<file path="src/core/slm_pkg.sv">
// constants and types shared by the supply-loss monitor files
package slm_pkg;
	// ****************************************
	// bus addresses and register offsets
	// ****************************************
	localparam logic [6:0] I2C_SET_ADDR = 7'h6B;
	localparam logic [6:0] I2C_MON_ADDR = 7'h69;
	localparam logic [7:0] OFS_SPK_DUR  = 8'h1A;
	localparam logic [7:0] OFS_CMP_SEL  = 8'h1B;
	localparam logic [7:0] OFS_DROP     = 8'h1C;
	localparam logic [7:0] OFS_TRIP_LO  = 8'h02;
	localparam logic [7:0] OFS_TRIP_HI  = 8'h03;
	localparam logic [7:0] OFS_SWC_LO   = 8'h04;
	localparam logic [7:0] OFS_SWC_HI   = 8'h05;
	// ****************************************
	// reset values and codes
	// ****************************************
	localparam logic [7:0] RST_SPK_DUR  = 8'h19;
	localparam logic [7:0] RST_CMP_SEL  = 8'h02;
	localparam logic [7:0] RST_DROP     = 8'h03;
	localparam logic [7:0] SEL_OFF      = 8'h00;
	localparam logic [7:0] SEL_4918     = 8'h01;
	localparam logic [7:0] SEL_4645     = 8'h02;
	localparam logic [7:0] SEL_4372     = 8'h03;
	localparam logic [7:0] DROP_MIN     = 8'h01;
	localparam logic [7:0] DROP_MAX     = 8'h09;
	// ****************************************
	// voltages in mV
	// ****************************************
	localparam logic [15:0] TH_4918_MV  = 16'h1336;
	localparam logic [15:0] TH_4645_MV  = 16'h1225;
	localparam logic [15:0] TH_4372_MV  = 16'h1114;
	localparam logic [15:0] TH_4096_MV  = 16'h1000;
	localparam logic [15:0] DROP_STEP_MV = 16'h0064;
	localparam logic [15:0] MV_PER_UNIT = 16'h000A;
	// ****************************************
	// timing
	// ****************************************
	localparam int          CLK_PERIOD_NS = 4;
	localparam int          GAP_STEP_NS   = 10000;
	localparam int          TICK_CYC      = GAP_STEP_NS / CLK_PERIOD_NS;
	localparam logic [11:0] TICK_LAST     = 12'(TICK_CYC - 1);
	// ****************************************
	// state types
	// ****************************************
	typedef enum logic [1:0] {
		MON_OFF   = 2'b00,
		MON_IDLE  = 2'b01,
		MON_WATCH = 2'b10,
		MON_BATT  = 2'b11
	} slm_mon_type;
	typedef enum logic [2:0] {
		I2C_IDLE  = 3'b000,
		I2C_ADDR  = 3'b001,
		I2C_ACKA  = 3'b010,
		I2C_WRITE = 3'b011,
		I2C_ACKW  = 3'b100,
		I2C_READ  = 3'b101,
		I2C_ACKR  = 3'b110
	} slm_i2c_type;
endpackage

</file>
<file path="src/core/slm_gap_timer.sv">
// gap-duration filter timer, counts 10 us steps while a gap is watched
`timescale 1ns/1ps
module slm_gap_timer (
	input  wire logic       clk_i,     // system clock
	input  wire logic       resetn_i,  // sync reset, active low
	input  wire logic       run_i,     // gap being watched
	input  wire logic [7:0] dur_i,     // window in 10 us steps
	output logic            expired_o  // window elapsed
);
	import slm_pkg::*;
	logic [11:0] pre;
	logic [7:0]  ticks;
	logic [11:0] next_pre;
	logic [7:0]  next_ticks;
	logic        next_expired;

	always_comb begin
		next_pre   = pre;
		next_ticks = ticks;
		if (!run_i) begin
			next_pre   = 12'h000;
			next_ticks = 8'h00;
		end else if (pre == TICK_LAST) begin
			next_pre = 12'h000;
			if (ticks != 8'hFF) begin
				next_ticks = ticks + 8'h01;
			end
		end else begin
			next_pre = pre + 12'h001;
		end
		next_expired = run_i && (next_ticks >= dur_i);
	end

	always_ff @(posedge clk_i) begin
		if (!resetn_i) begin
			pre       <= 12'h000;
			ticks     <= 8'h00;
			expired_o <= 1'b0;
		end else begin
			pre       <= next_pre;
			ticks     <= next_ticks;
			expired_o <= next_expired;
		end
	end
endmodule

</file>
<file path="src/core/slm_i2c_slave.sv">
// byte-level i2c target answering on the settings and monitoring addresses
`timescale 1ns/1ps
module slm_i2c_slave (
	input  wire logic       clk_i,     // system clock
	input  wire logic       resetn_i,  // sync reset, active low
	input  wire logic       scl_i,     // synchronised scl
	input  wire logic       sda_i,     // synchronised sda
	input  wire logic [7:0] rd_data_i, // byte at ptr_o
	output logic            sda_oen_o, // low = pull sda low
	output logic            bank_o,    // 1 = settings address
	output logic [7:0]      ptr_o,     // register pointer
	output logic            wr_stb_o,  // write pulse
	output logic [7:0]      wr_addr_o, // write offset
	output logic [7:0]      wr_data_o  // write data
);
	import slm_pkg::*;
	slm_i2c_type st, next_st;
	logic       scl_q, sda_q, rw, first, nack;
	logic [3:0] bitc;
	logic [7:0] sh;
	logic       next_rw, next_first, next_nack, next_oen, next_bank, next_stb;
	logic [3:0] next_bitc;
	logic [7:0] next_sh, next_ptr, next_waddr, next_wdata;
	logic       rise, fall, start, stop;

	assign rise  = scl_i && !scl_q;
	assign fall  = !scl_i && scl_q;
	assign start = scl_i && scl_q && sda_q && !sda_i;
	assign stop  = scl_i && scl_q && !sda_q && sda_i;

	always_comb begin
		next_st    = st;
		next_rw    = rw;
		next_first = first;
		next_nack  = nack;
		next_oen   = sda_oen_o;
		next_bank  = bank_o;
		next_stb   = 1'b0;
		next_bitc  = bitc;
		next_sh    = sh;
		next_ptr   = ptr_o;
		next_waddr = wr_addr_o;
		next_wdata = wr_data_o;
		if (start) begin
			next_st   = I2C_ADDR;
			next_bitc = 4'h0;
			next_oen  = 1'b1;
		end else if (stop) begin
			next_st  = I2C_IDLE;
			next_oen = 1'b1;
		end else if (rise && (st == I2C_ADDR || st == I2C_WRITE)) begin
			next_sh   = {sh[6:0], sda_i};
			next_bitc = bitc + 4'h1;
		end else if (rise && st == I2C_ACKR) begin
			next_nack = sda_i;
		end else if (fall) begin
			case (st)
				I2C_ADDR: if (bitc == 4'h8) begin
					if (sh[7:1] == I2C_SET_ADDR || sh[7:1] == I2C_MON_ADDR) begin
						next_bank = (sh[7:1] == I2C_SET_ADDR);
						next_rw   = sh[0];
						next_oen  = 1'b0;
						next_st   = I2C_ACKA;
					end else begin
						next_st = I2C_IDLE;
					end
				end
				I2C_ACKA: begin
					next_bitc = 4'h0;
					if (rw) begin
						next_sh  = rd_data_i;
						next_oen = rd_data_i[7];
						next_st  = I2C_READ;
					end else begin
						next_oen   = 1'b1;
						next_first = 1'b1;
						next_st    = I2C_WRITE;
					end
				end
				I2C_WRITE: if (bitc == 4'h8) begin
					next_oen   = 1'b0;
					next_st    = I2C_ACKW;
					next_first = 1'b0;
					if (first) begin
						next_ptr = sh;
					end else begin
						next_stb   = 1'b1;
						next_waddr = ptr_o;
						next_wdata = sh;
						next_ptr   = ptr_o + 8'h01;
					end
				end
				I2C_ACKW: begin
					next_oen  = 1'b1;
					next_bitc = 4'h0;
					next_st   = I2C_WRITE;
				end
				I2C_READ: begin
					if (bitc == 4'h7) begin
						next_oen = 1'b1;
						next_st  = I2C_ACKR;
						next_ptr = ptr_o + 8'h01;
					end else begin
						next_sh   = {sh[6:0], 1'b0};
						next_oen  = sh[6];
						next_bitc = bitc + 4'h1;
					end
				end
				I2C_ACKR: begin
					// a nack from the host ends the read burst
					if (nack) begin
						next_st = I2C_IDLE;
					end else begin
						next_sh   = rd_data_i;
						next_oen  = rd_data_i[7];
						next_bitc = 4'h0;
						next_st   = I2C_READ;
					end
				end
				default: next_st = I2C_IDLE;
			endcase
		end
	end

	always_ff @(posedge clk_i) begin
		if (!resetn_i) begin
			st        <= I2C_IDLE;
			scl_q     <= 1'b1;
			sda_q     <= 1'b1;
			rw        <= 1'b0;
			first     <= 1'b0;
			nack      <= 1'b0;
			bitc      <= 4'h0;
			sh        <= 8'h00;
			sda_oen_o <= 1'b1;
			bank_o    <= 1'b0;
			ptr_o     <= 8'h00;
			wr_stb_o  <= 1'b0;
			wr_addr_o <= 8'h00;
			wr_data_o <= 8'h00;
		end else begin
			st        <= next_st;
			scl_q     <= scl_i;
			sda_q     <= sda_i;
			rw        <= next_rw;
			first     <= next_first;
			nack      <= next_nack;
			bitc      <= next_bitc;
			sh        <= next_sh;
			sda_oen_o <= next_oen;
			bank_o    <= next_bank;
			ptr_o     <= next_ptr;
			wr_stb_o  <= next_stb;
			wr_addr_o <= next_waddr;
			wr_data_o <= next_wdata;
		end
	end
endmodule

</file>
<file path="src/core/slm_monitor.sv">
// supply-loss monitor top: settings, trip/switch decision, level capture
// Operation
// - code 0x01 trips the comparator below 4.918 V.
// - code 0x02 trips below 4.645 V and is the reset selection.
// - code 0x03 trips the comparator below 4.372 V.
// - code 0x04 trips the comparator below 4.096 V.
// - a trip only starts monitoring, never switches to battery directly.
// - after a trip, a further programmed drop (0.1-0.9 V) switches to battery.
// - battery engages on gap window expiry or extra drop, whichever first.
// - drop amount resets to 0x03, meaning 0.3 V.
// - short gaps staying above threshold minus drop are rejected.
// - gap window counts 10 us steps, so 0xff is a long window.
// - supply at trip is kept as a 16-bit 10 mV word at 0x02.
// - supply at switch-over is kept as a 16-bit 10 mV word at 0x04.
// - with backup disabled, the clock stops at once and cable loss stops the host.
// - disabling backup leaves relay, converter, buzzer and leds working.
// - gap duration resets to 25, a 250 us window.
// - code 0x00 disables monitoring and disconnects the battery.
`timescale 1ns/1ps
module slm_monitor (
	input  wire logic        clk_i,        // system clock, 250 MHz
	input  wire logic        resetn_i,     // sync reset, active low
	input  wire logic [15:0] supply_mv_i,  // supply sample in mV, same clock
	input  wire logic        scl_i,        // i2c clock pin
	input  wire logic        sda_i,        // i2c data pin level
	output logic             sda_o,        // i2c data drive value
	output logic             sda_oen_o,    // low while pulling sda
	output logic             batt_on_o,    // running from battery
	output logic             batt_conn_o,  // battery connected
	output logic             host_pwr_o,   // host powered
	output logic             rtc_run_o,    // real-time clock runs
	output logic             periph_en_o,  // relay, converter, buzzer, leds
	output logic             watching_o    // gap being filtered
);
	import slm_pkg::*;

	// ****************************************
	// helpers
	// ****************************************
	function automatic logic [15:0] thr_of(input logic [7:0] sel);
		case (sel)
			SEL_4918: thr_of = TH_4918_MV;
			SEL_4645: thr_of = TH_4645_MV;
			SEL_4372: thr_of = TH_4372_MV;
			default:  thr_of = TH_4096_MV;
		endcase
	endfunction

	function automatic logic [15:0] drop_of(input logic [7:0] code);
		logic [7:0] c;
		c = code;
		// out-of-range codes clamp so the cut level never underflows
		if (c < DROP_MIN) begin
			c = DROP_MIN;
		end else if (c > DROP_MAX) begin
			c = DROP_MAX;
		end
		drop_of = 16'(c * DROP_STEP_MV);
	endfunction

	function automatic logic [15:0] to_units(input logic [15:0] mv);
		to_units = mv / MV_PER_UNIT;
	endfunction

	// ****************************************
	// pin synchronisers
	// ****************************************
	logic scl_meta, scl_sync, sda_meta, sda_sync;

	always_ff @(posedge clk_i) begin
		if (!resetn_i) begin
			scl_meta <= 1'b1;
			scl_sync <= 1'b1;
			sda_meta <= 1'b1;
			sda_sync <= 1'b1;
		end else begin
			scl_meta <= scl_i;
			scl_sync <= scl_meta;
			sda_meta <= sda_i;
			sda_sync <= sda_meta;
		end
	end

	// ****************************************
	// i2c target and registers
	// ****************************************
	logic       bank, wr_stb;
	logic [7:0] ptr, wr_addr, wr_data, rd_byte;
	logic [7:0] spk_dur, cmp_sel, switchover_drop_amount;
	logic [7:0] next_spk_dur, next_cmp_sel, next_switchover_drop_amount;
	logic [15:0] trip_lvl, swc_lvl;

	slm_i2c_slave u_i2c (
		.clk_i     (clk_i),
		.resetn_i  (resetn_i),
		.scl_i     (scl_sync),
		.sda_i     (sda_sync),
		.rd_data_i (rd_byte),
		.sda_oen_o (sda_oen_o),
		.bank_o    (bank),
		.ptr_o     (ptr),
		.wr_stb_o  (wr_stb),
		.wr_addr_o (wr_addr),
		.wr_data_o (wr_data)
	);

	always_comb begin
		rd_byte = 8'h00;
		if (bank) begin
			case (ptr)
				OFS_SPK_DUR: rd_byte = spk_dur;
				OFS_CMP_SEL: rd_byte = cmp_sel;
				OFS_DROP:    rd_byte = switchover_drop_amount;
				default:     rd_byte = 8'h00;
			endcase
		end else begin
			// word reads are little-endian, low byte first
			case (ptr)
				OFS_TRIP_LO: rd_byte = trip_lvl[7:0];
				OFS_TRIP_HI: rd_byte = trip_lvl[15:8];
				OFS_SWC_LO:  rd_byte = swc_lvl[7:0];
				OFS_SWC_HI:  rd_byte = swc_lvl[15:8];
				default:     rd_byte = 8'h00;
			endcase
		end
	end

	always_comb begin
		next_spk_dur                = spk_dur;
		next_cmp_sel                = cmp_sel;
		next_switchover_drop_amount = switchover_drop_amount;
		// monitoring bank is read-only; writes there are dropped
		if (wr_stb && bank) begin
			case (wr_addr)
				OFS_SPK_DUR: next_spk_dur = wr_data;
				OFS_CMP_SEL: next_cmp_sel = wr_data;
				OFS_DROP:    next_switchover_drop_amount = wr_data;
				default:     next_switchover_drop_amount = switchover_drop_amount;
			endcase
		end
	end

	always_ff @(posedge clk_i) begin
		if (!resetn_i) begin
			spk_dur                <= RST_SPK_DUR;
			cmp_sel                <= RST_CMP_SEL;
			switchover_drop_amount <= RST_DROP;
		end else begin
			spk_dur                <= next_spk_dur;
			cmp_sel                <= next_cmp_sel;
			switchover_drop_amount <= next_switchover_drop_amount;
		end
	end

	// ****************************************
	// monitoring algorithm
	// ****************************************
	slm_mon_type st, next_st;
	logic [15:0] thr_mv, cut_mv, next_trip, next_swc;
	logic        below_thr, below_cut, gap_exp;
	logic        next_batt_on, next_conn, next_host;

	assign thr_mv    = thr_of(cmp_sel);
	assign cut_mv    = thr_mv - drop_of(switchover_drop_amount);
	assign below_thr = supply_mv_i < thr_mv;
	assign below_cut = supply_mv_i < cut_mv;

	slm_gap_timer u_gap (
		.clk_i     (clk_i),
		.resetn_i  (resetn_i),
		.run_i     (st == MON_WATCH),
		.dur_i     (spk_dur),
		.expired_o (gap_exp)
	);

	always_comb begin
		next_st   = st;
		next_trip = trip_lvl;
		next_swc  = swc_lvl;
		case (st)
			MON_OFF: begin
				next_st = MON_IDLE;
			end
			MON_IDLE: begin
				if (below_thr) begin
					next_st   = MON_WATCH;
					next_trip = to_units(supply_mv_i);
				end
			end
			MON_WATCH: begin
				if (!below_thr) begin
					next_st = MON_IDLE;
				end else if (below_cut || gap_exp) begin
					next_st  = MON_BATT;
					next_swc = to_units(supply_mv_i);
				end
			end
			MON_BATT: begin
				if (!below_thr) begin
					next_st = MON_IDLE;
				end
			end
			default: next_st = MON_OFF;
		endcase
		if (cmp_sel == SEL_OFF) begin
			next_st = MON_OFF;
		end
	end

	always_comb begin
		next_batt_on = (next_st == MON_BATT);
		next_conn    = (next_st != MON_OFF);
		// without backup the host lives only while cable power holds
		next_host    = (next_st != MON_OFF) || !(supply_mv_i < TH_4096_MV);
	end

	always_ff @(posedge clk_i) begin
		if (!resetn_i) begin
			st          <= MON_IDLE;
			trip_lvl    <= 16'h0000;
			swc_lvl     <= 16'h0000;
			batt_on_o   <= 1'b0;
			batt_conn_o <= 1'b1;
			host_pwr_o  <= 1'b1;
			rtc_run_o   <= 1'b1;
			watching_o  <= 1'b0;
			periph_en_o <= 1'b0;
			sda_o       <= 1'b0;
		end else begin
			st          <= next_st;
			trip_lvl    <= next_trip;
			swc_lvl     <= next_swc;
			batt_on_o   <= next_batt_on;
			batt_conn_o <= next_conn;
			host_pwr_o  <= next_host;
			rtc_run_o   <= next_conn && next_host;
			watching_o  <= (next_st == MON_WATCH);
			periph_en_o <= 1'b1;
			sda_o       <= 1'b0;
		end
	end
endmodule

</file>
<file path="config.mk">
export PLATFORM = sky130hd
export DESIGN_NAME = slm_monitor
export DESIGN_NICKNAME = d
export VERILOG_FILES = /design/src/core/slm_pkg.sv /design/src/core/slm_gap_timer.sv /design/src/core/slm_i2c_slave.sv /design/src/core/slm_monitor.sv
export SDC_FILE = /design/constraint.sdc
export NUM_CORES = 1
export LEC_CHECK = 0
export CORE_ASPECT_RATIO = 0.8
export CORE_MARGIN = 1
export CORE_UTILIZATION = 45
export DETAILED_ROUTE_END_ITERATION = 16
export DONT_BUFFER_PORTS = 1
export GPL_ROUTABILITY_DRIVEN = 0
export SETUP_SLACK_MARGIN = 0.3
export SYNTH_ARGS = -nofsm -noshare
export SYNTH_HDL_FRONTEND = slang
export SYNTH_SLANG_ARGS = --single-unit
</file>
<file path="constraint.sdc">
create_clock -name clk_i -period 5.4 [get_ports clk_i]
set_input_delay 0.27 -clock clk_i [delete_from_list [all_inputs] [get_ports clk_i]]
set_output_delay 0.27 -clock clk_i [all_outputs]
set_load 0.005 [all_outputs]
</file>
==> flow_metrics.env <==
export IMPL_final_period_minus_worst_setup_slack_ns=5.32
export IMPL_p_sw_share_pct=27.8
export IMPL_maxcap_violations=0
export IMPL_timing_max_slew_rel_slack_pct=47.5
export IMPL_detailedPlacementHpwl_um=16300
export IMPL_worst_slew_pin_slew_ns=0.787
export IMPL_hold_path_startpoint="supply_mv_i[15]"
export IMPL_cts_reportedPaths_clkPinSlew_ns=0.06
export IMPL_place_worst_setup_slack_ns=-0.116
export IMPL_initial_core_util_pct=46.3
export IMPL_syn_to_final_growth_pct=12.8
export IMPL_seq_area_frac_synth_pct=27.9
export IMPL_post_synth_most_frequent_cells="sky130_fd_sc_hd__nor2_1, sky130_fd_sc_hd__dfxtp_1, sky130_fd_sc_hd__nand2_1, sky130_fd_sc_hd__ha_1, sky130_fd_sc_hd__a21oi_1"
export IMPL_slowest_cell_on_the_critical_path="sky130_fd_sc_hd__fa_1"
export IMPL_detail_route_wl_per_cell_um=16.5
export IMPL_synth_ff_latch_count=129
export IMPL_postSynthCellCount=1146
export IMPL_htree_levels=4
export IMPL_crit_reg2reg_launch="switchover_drop_amount[5]"
export IMPL_critical_path_startpoint_type="register"
export IMPL_synth_async_sr_flop_share_pct=0
export IMPL_final_wl_um=23300
export IMPL_filler_cell_count=1885
export IMPL_holdPathEnd="host_pwr_o"
export IMPL_cts_buffer_depth=2
export IMPL_run_status="complete, no violations"
export IMPL_grt_pass1_vias=7209
export IMPL_fp_row_count=46
export IMPL_timing_max_transition_violations_final=0
export IMPL_grt_use_total_pct=22.7
export IMPL_fraction_of_final_layout_cells_sized_beyond_drive_strength_1_pct=11.2
export IMPL_ant_nets=0
export IMPL_slowest_delay_ns=0.49
export IMPL_reg2reg_to="swc_lvl[6]"
export IMPL_synth_enable_flop_cells=0
export IMPL_total_power_mw=2.78
export IMPL_critPathKind="reg2reg"
export IMPL_die_area_mm2=0.0211
export IMPL_post_synth_top_area_cell="sky130_fd_sc_hd__dfxtp_1"
export IMPL_cts_root_buf="sky130_fd_sc_hd__clkbuf_16"
export IMPL_die_h_um=130
export IMPL_power_density_cell_area_mw_per_mm2=266
export IMPL_proportion_of_netlist_area_held_by_the_largest_area_contributor_pct=27.9
export IMPL_detail_route_iter0_violations=613
export IMPL_power_frac_clock_pct=46.4
export IMPL_synth_cell_types=96
export IMPL_power_report_internal_total_mw=2.01
export IMPL_power_static_leakage_nw=4.22
export IMPL_yosysWarnings=0
export IMPL_io_buffers=0
export IMPL_io_pins=28
export IMPL_rr_worst_depth=31
export IMPL_grt_busiest_layer="met1"
export IMPL_worst_path_max_fanout=5
export IMPL_detail_route_vias_per_cell=5.74
export IMPL_fin_nets=1230
export IMPL_ir_drop_uv=235
export IMPL_grt_util_met2_pct=32.9
export IMPL_fmax_mhz=188
export IMPL_share_seq_of_total_power_pct=34.8
export IMPL_finClkSkew_ns=0.0131
export IMPL_number_of_antenna_repair_diodes=0
export IMPL_grt_setup_unrepaired="yes"
export IMPL_tritoncts_clock_tree="done"
export IMPL_yosys_top_cells_area="sky130_fd_sc_hd__dfxtp_1, sky130_fd_sc_hd__ha_1, sky130_fd_sc_hd__nor2_1"
export IMPL_switch_pwr_mw=0.771
export IMPL_yosys_cell_count_top_type="sky130_fd_sc_hd__nor2_1"
export IMPL_hold_class="in2reg"
export IMPL_worst_ep_arrival_time_ns=5.64
export IMPL_synth_top_flop_cell="sky130_fd_sc_hd__dfxtp_1"
export IMPL_detail_route_drc_violations=0
export IMPL_combPwrFrac_pct=18.7
export IMPL_num_vias=8115
export IMPL_crit_start="switchover_drop_amount[5]"
export IMPL_gr_usage_met1_pct=34.7
export IMPL_floorplan_core_area_mm2=0.0200
export IMPL_critPathCaptureType="register"
export IMPL_die_x_um=162
export IMPL_drt_pass1_iter_count=9
export IMPL_crit_path_frequent_cell="sky130_fd_sc_hd__ha_1"
export IMPL_reg2reg_slack_ns=0.08
export IMPL_worst_hold_path_num_cells=2
export IMPL_worstPathRequired_ns=5.72
export IMPL_antenna_found_initial=0
export IMPL_synth_area_per_cell_um2=8.06
export IMPL_synth_area_mm2=0.00924
export IMPL_cts_buffers_inserted=17
export IMPL_global_route_usage_met3_pct=3.59
export IMPL_clock_sinks=129
export IMPL_final_hold_viol_count=0
export IMPL_globalRouteOverflowTotal=0
export IMPL_timing_final_setup_violations=0
export IMPL_timing_final_crit_share_pct=98.6
export IMPL_pin_count_of_the_biggest_net_entering_global_routing=70
export IMPL_post_layout_worst_setup_margin_ns=0.0778
export IMPL_grt_first_pass_wirelength_um=38400
export IMPL_clock_latency_ns=0.42
-- metal layers --
metal  share of wire [%]  up-vias
met1                  53     3777
met3                 4.3       14
met2                  41      171
li1                    -     4153
met5                   0        -
met4                0.75        0
-- cell families (layout without fill, tap and decap cells) --
| kind of cell | after synthesis | in the layout | synth area share [%] |
|---|---|---|---|
| simple gates | 455 | 455 | 25.6 |
| compound gates | 279 | 279 | 21.5 |
| flops | 129 | 129 | 27.9 |
| buf+inv | 113 | 105 | 4.98 |
| fa+ha+maj | 75 | 75 | 10.4 |
| mux | 51 | 51 | 5.59 |
| xor+xnor | 42 | 42 | 3.98 |
| other cells | 2 | 14 | 0.0813 |
-- stage by stage --
stage          hold WS, ns  instances  util, %  TNS (ns)  area (um^2)
2_1_floorplan        0.298       1158        -         0         9320
3_3_place_gp         0.300       1371     47.5         0         9490
3_5_place_dp         0.300       1371     47.5    -0.933         9490
4_1_cts             0.0201       1409     51.5         0        10300
5_1_grt             0.0467       1414     52.2     -3.06        10400
6_report            0.0302       1414     52.2         0        10400
-- power groups by stage --
stage / registers (mW) / clock network (mW) / logic [mW]
after floorplan: 0.983 / 0 / 0.426
after global placement: 0.987 / 0 / 0.470
after detailed placement: 0.987 / 0 / 0.471
after CTS: 0.966 / 1.31 / 0.486
after global routing: 0.967 / 1.35 / 0.580
final: 0.966 / 1.29 / 0.520
-- placed cells by master, fill, tap and decap left out, types with 14 or more instances in the layout --
cell type                     n
sky130_fd_sc_hd__nor3_1      28
sky130_fd_sc_hd__ha_1        65
sky130_fd_sc_hd__nor2_1     138
sky130_fd_sc_hd__nor2b_1     21
sky130_fd_sc_hd__buf_4       20
sky130_fd_sc_hd__o21ai_0     45
sky130_fd_sc_hd__a21oi_1     55
sky130_fd_sc_hd__nand2_1     72
sky130_fd_sc_hd__mux2i_1     49
sky130_fd_sc_hd__nand2b_1    31
sky130_fd_sc_hd__xor2_1      19
sky130_fd_sc_hd__and2_1      14
sky130_fd_sc_hd__clkbuf_16   17
sky130_fd_sc_hd__inv_1       39
sky130_fd_sc_hd__nand3_1     30
sky130_fd_sc_hd__a22oi_1     14
sky130_fd_sc_hd__o211ai_1    17
sky130_fd_sc_hd__dfxtp_1    127
sky130_fd_sc_hd__and3_1      24
sky130_fd_sc_hd__xnor2_1     23
sky130_fd_sc_hd__nand4_1     14
sky130_fd_sc_hd__conb_1      14
-- repair_timing --
action | CTS | global route
gates cloned | 1 | 0
hold endpoints to repair | 37 | 0
setup endpoints to repair | 16 | 16
hold buffers | 3 | 0
pin swaps | 16 | 25
resized for setup | 24 | 21
setup buffers | 2 | 5
-- critical path: cells and delay by family, from the launching register on --
kind / cells / cell delay, ns
fa+ha+maj: 6 / 1.96
compound gates: 6 / 0.80
simple gates: 10 / 1.25
flops: 1 / 0.33
buf+inv: 7 / 0.59
xor+xnor: 2 / 0.26
-- final cells by class --
cell class	count	area, um^2	share of cell area, %
clock buffer	17	425	4.08
clock inverter	15	231	2.22
timing repair inverter	1	3.75	0.0360
timing repair buffer	26	224	2.15
tap	264	330	3.17
sequential	129	2580	24.8
multi-input combinational	916	6450	61.9
inverter	46	174	1.67
-- sequential cells by signal, summed over array words and instances (netlist names), 4 cells and up --
signal / count
trip_lvl: 13
swc_lvl: 13
u_i2c.wr_data_o: 8
cmp_sel: 8
u_i2c.bitc: 4
spk_dur: 8
u_gap.ticks: 8
u_i2c.ptr_o: 8
u_i2c.wr_addr_o: 8
u_i2c.sh: 8
switchover_drop_amount: 8
u_gap.pre: 12
-- how the worst max path moves through the flow --
stage	endpoint	cells after the start
global route	swc_lvl[8]	31
CTS	swc_lvl[2]	30
floorplan	swc_lvl[2]	29
global placement	swc_lvl[8]	30
detailed placement	swc_lvl[2]	29
finish	swc_lvl[6]	31
(Power assumes the default switching activity.)
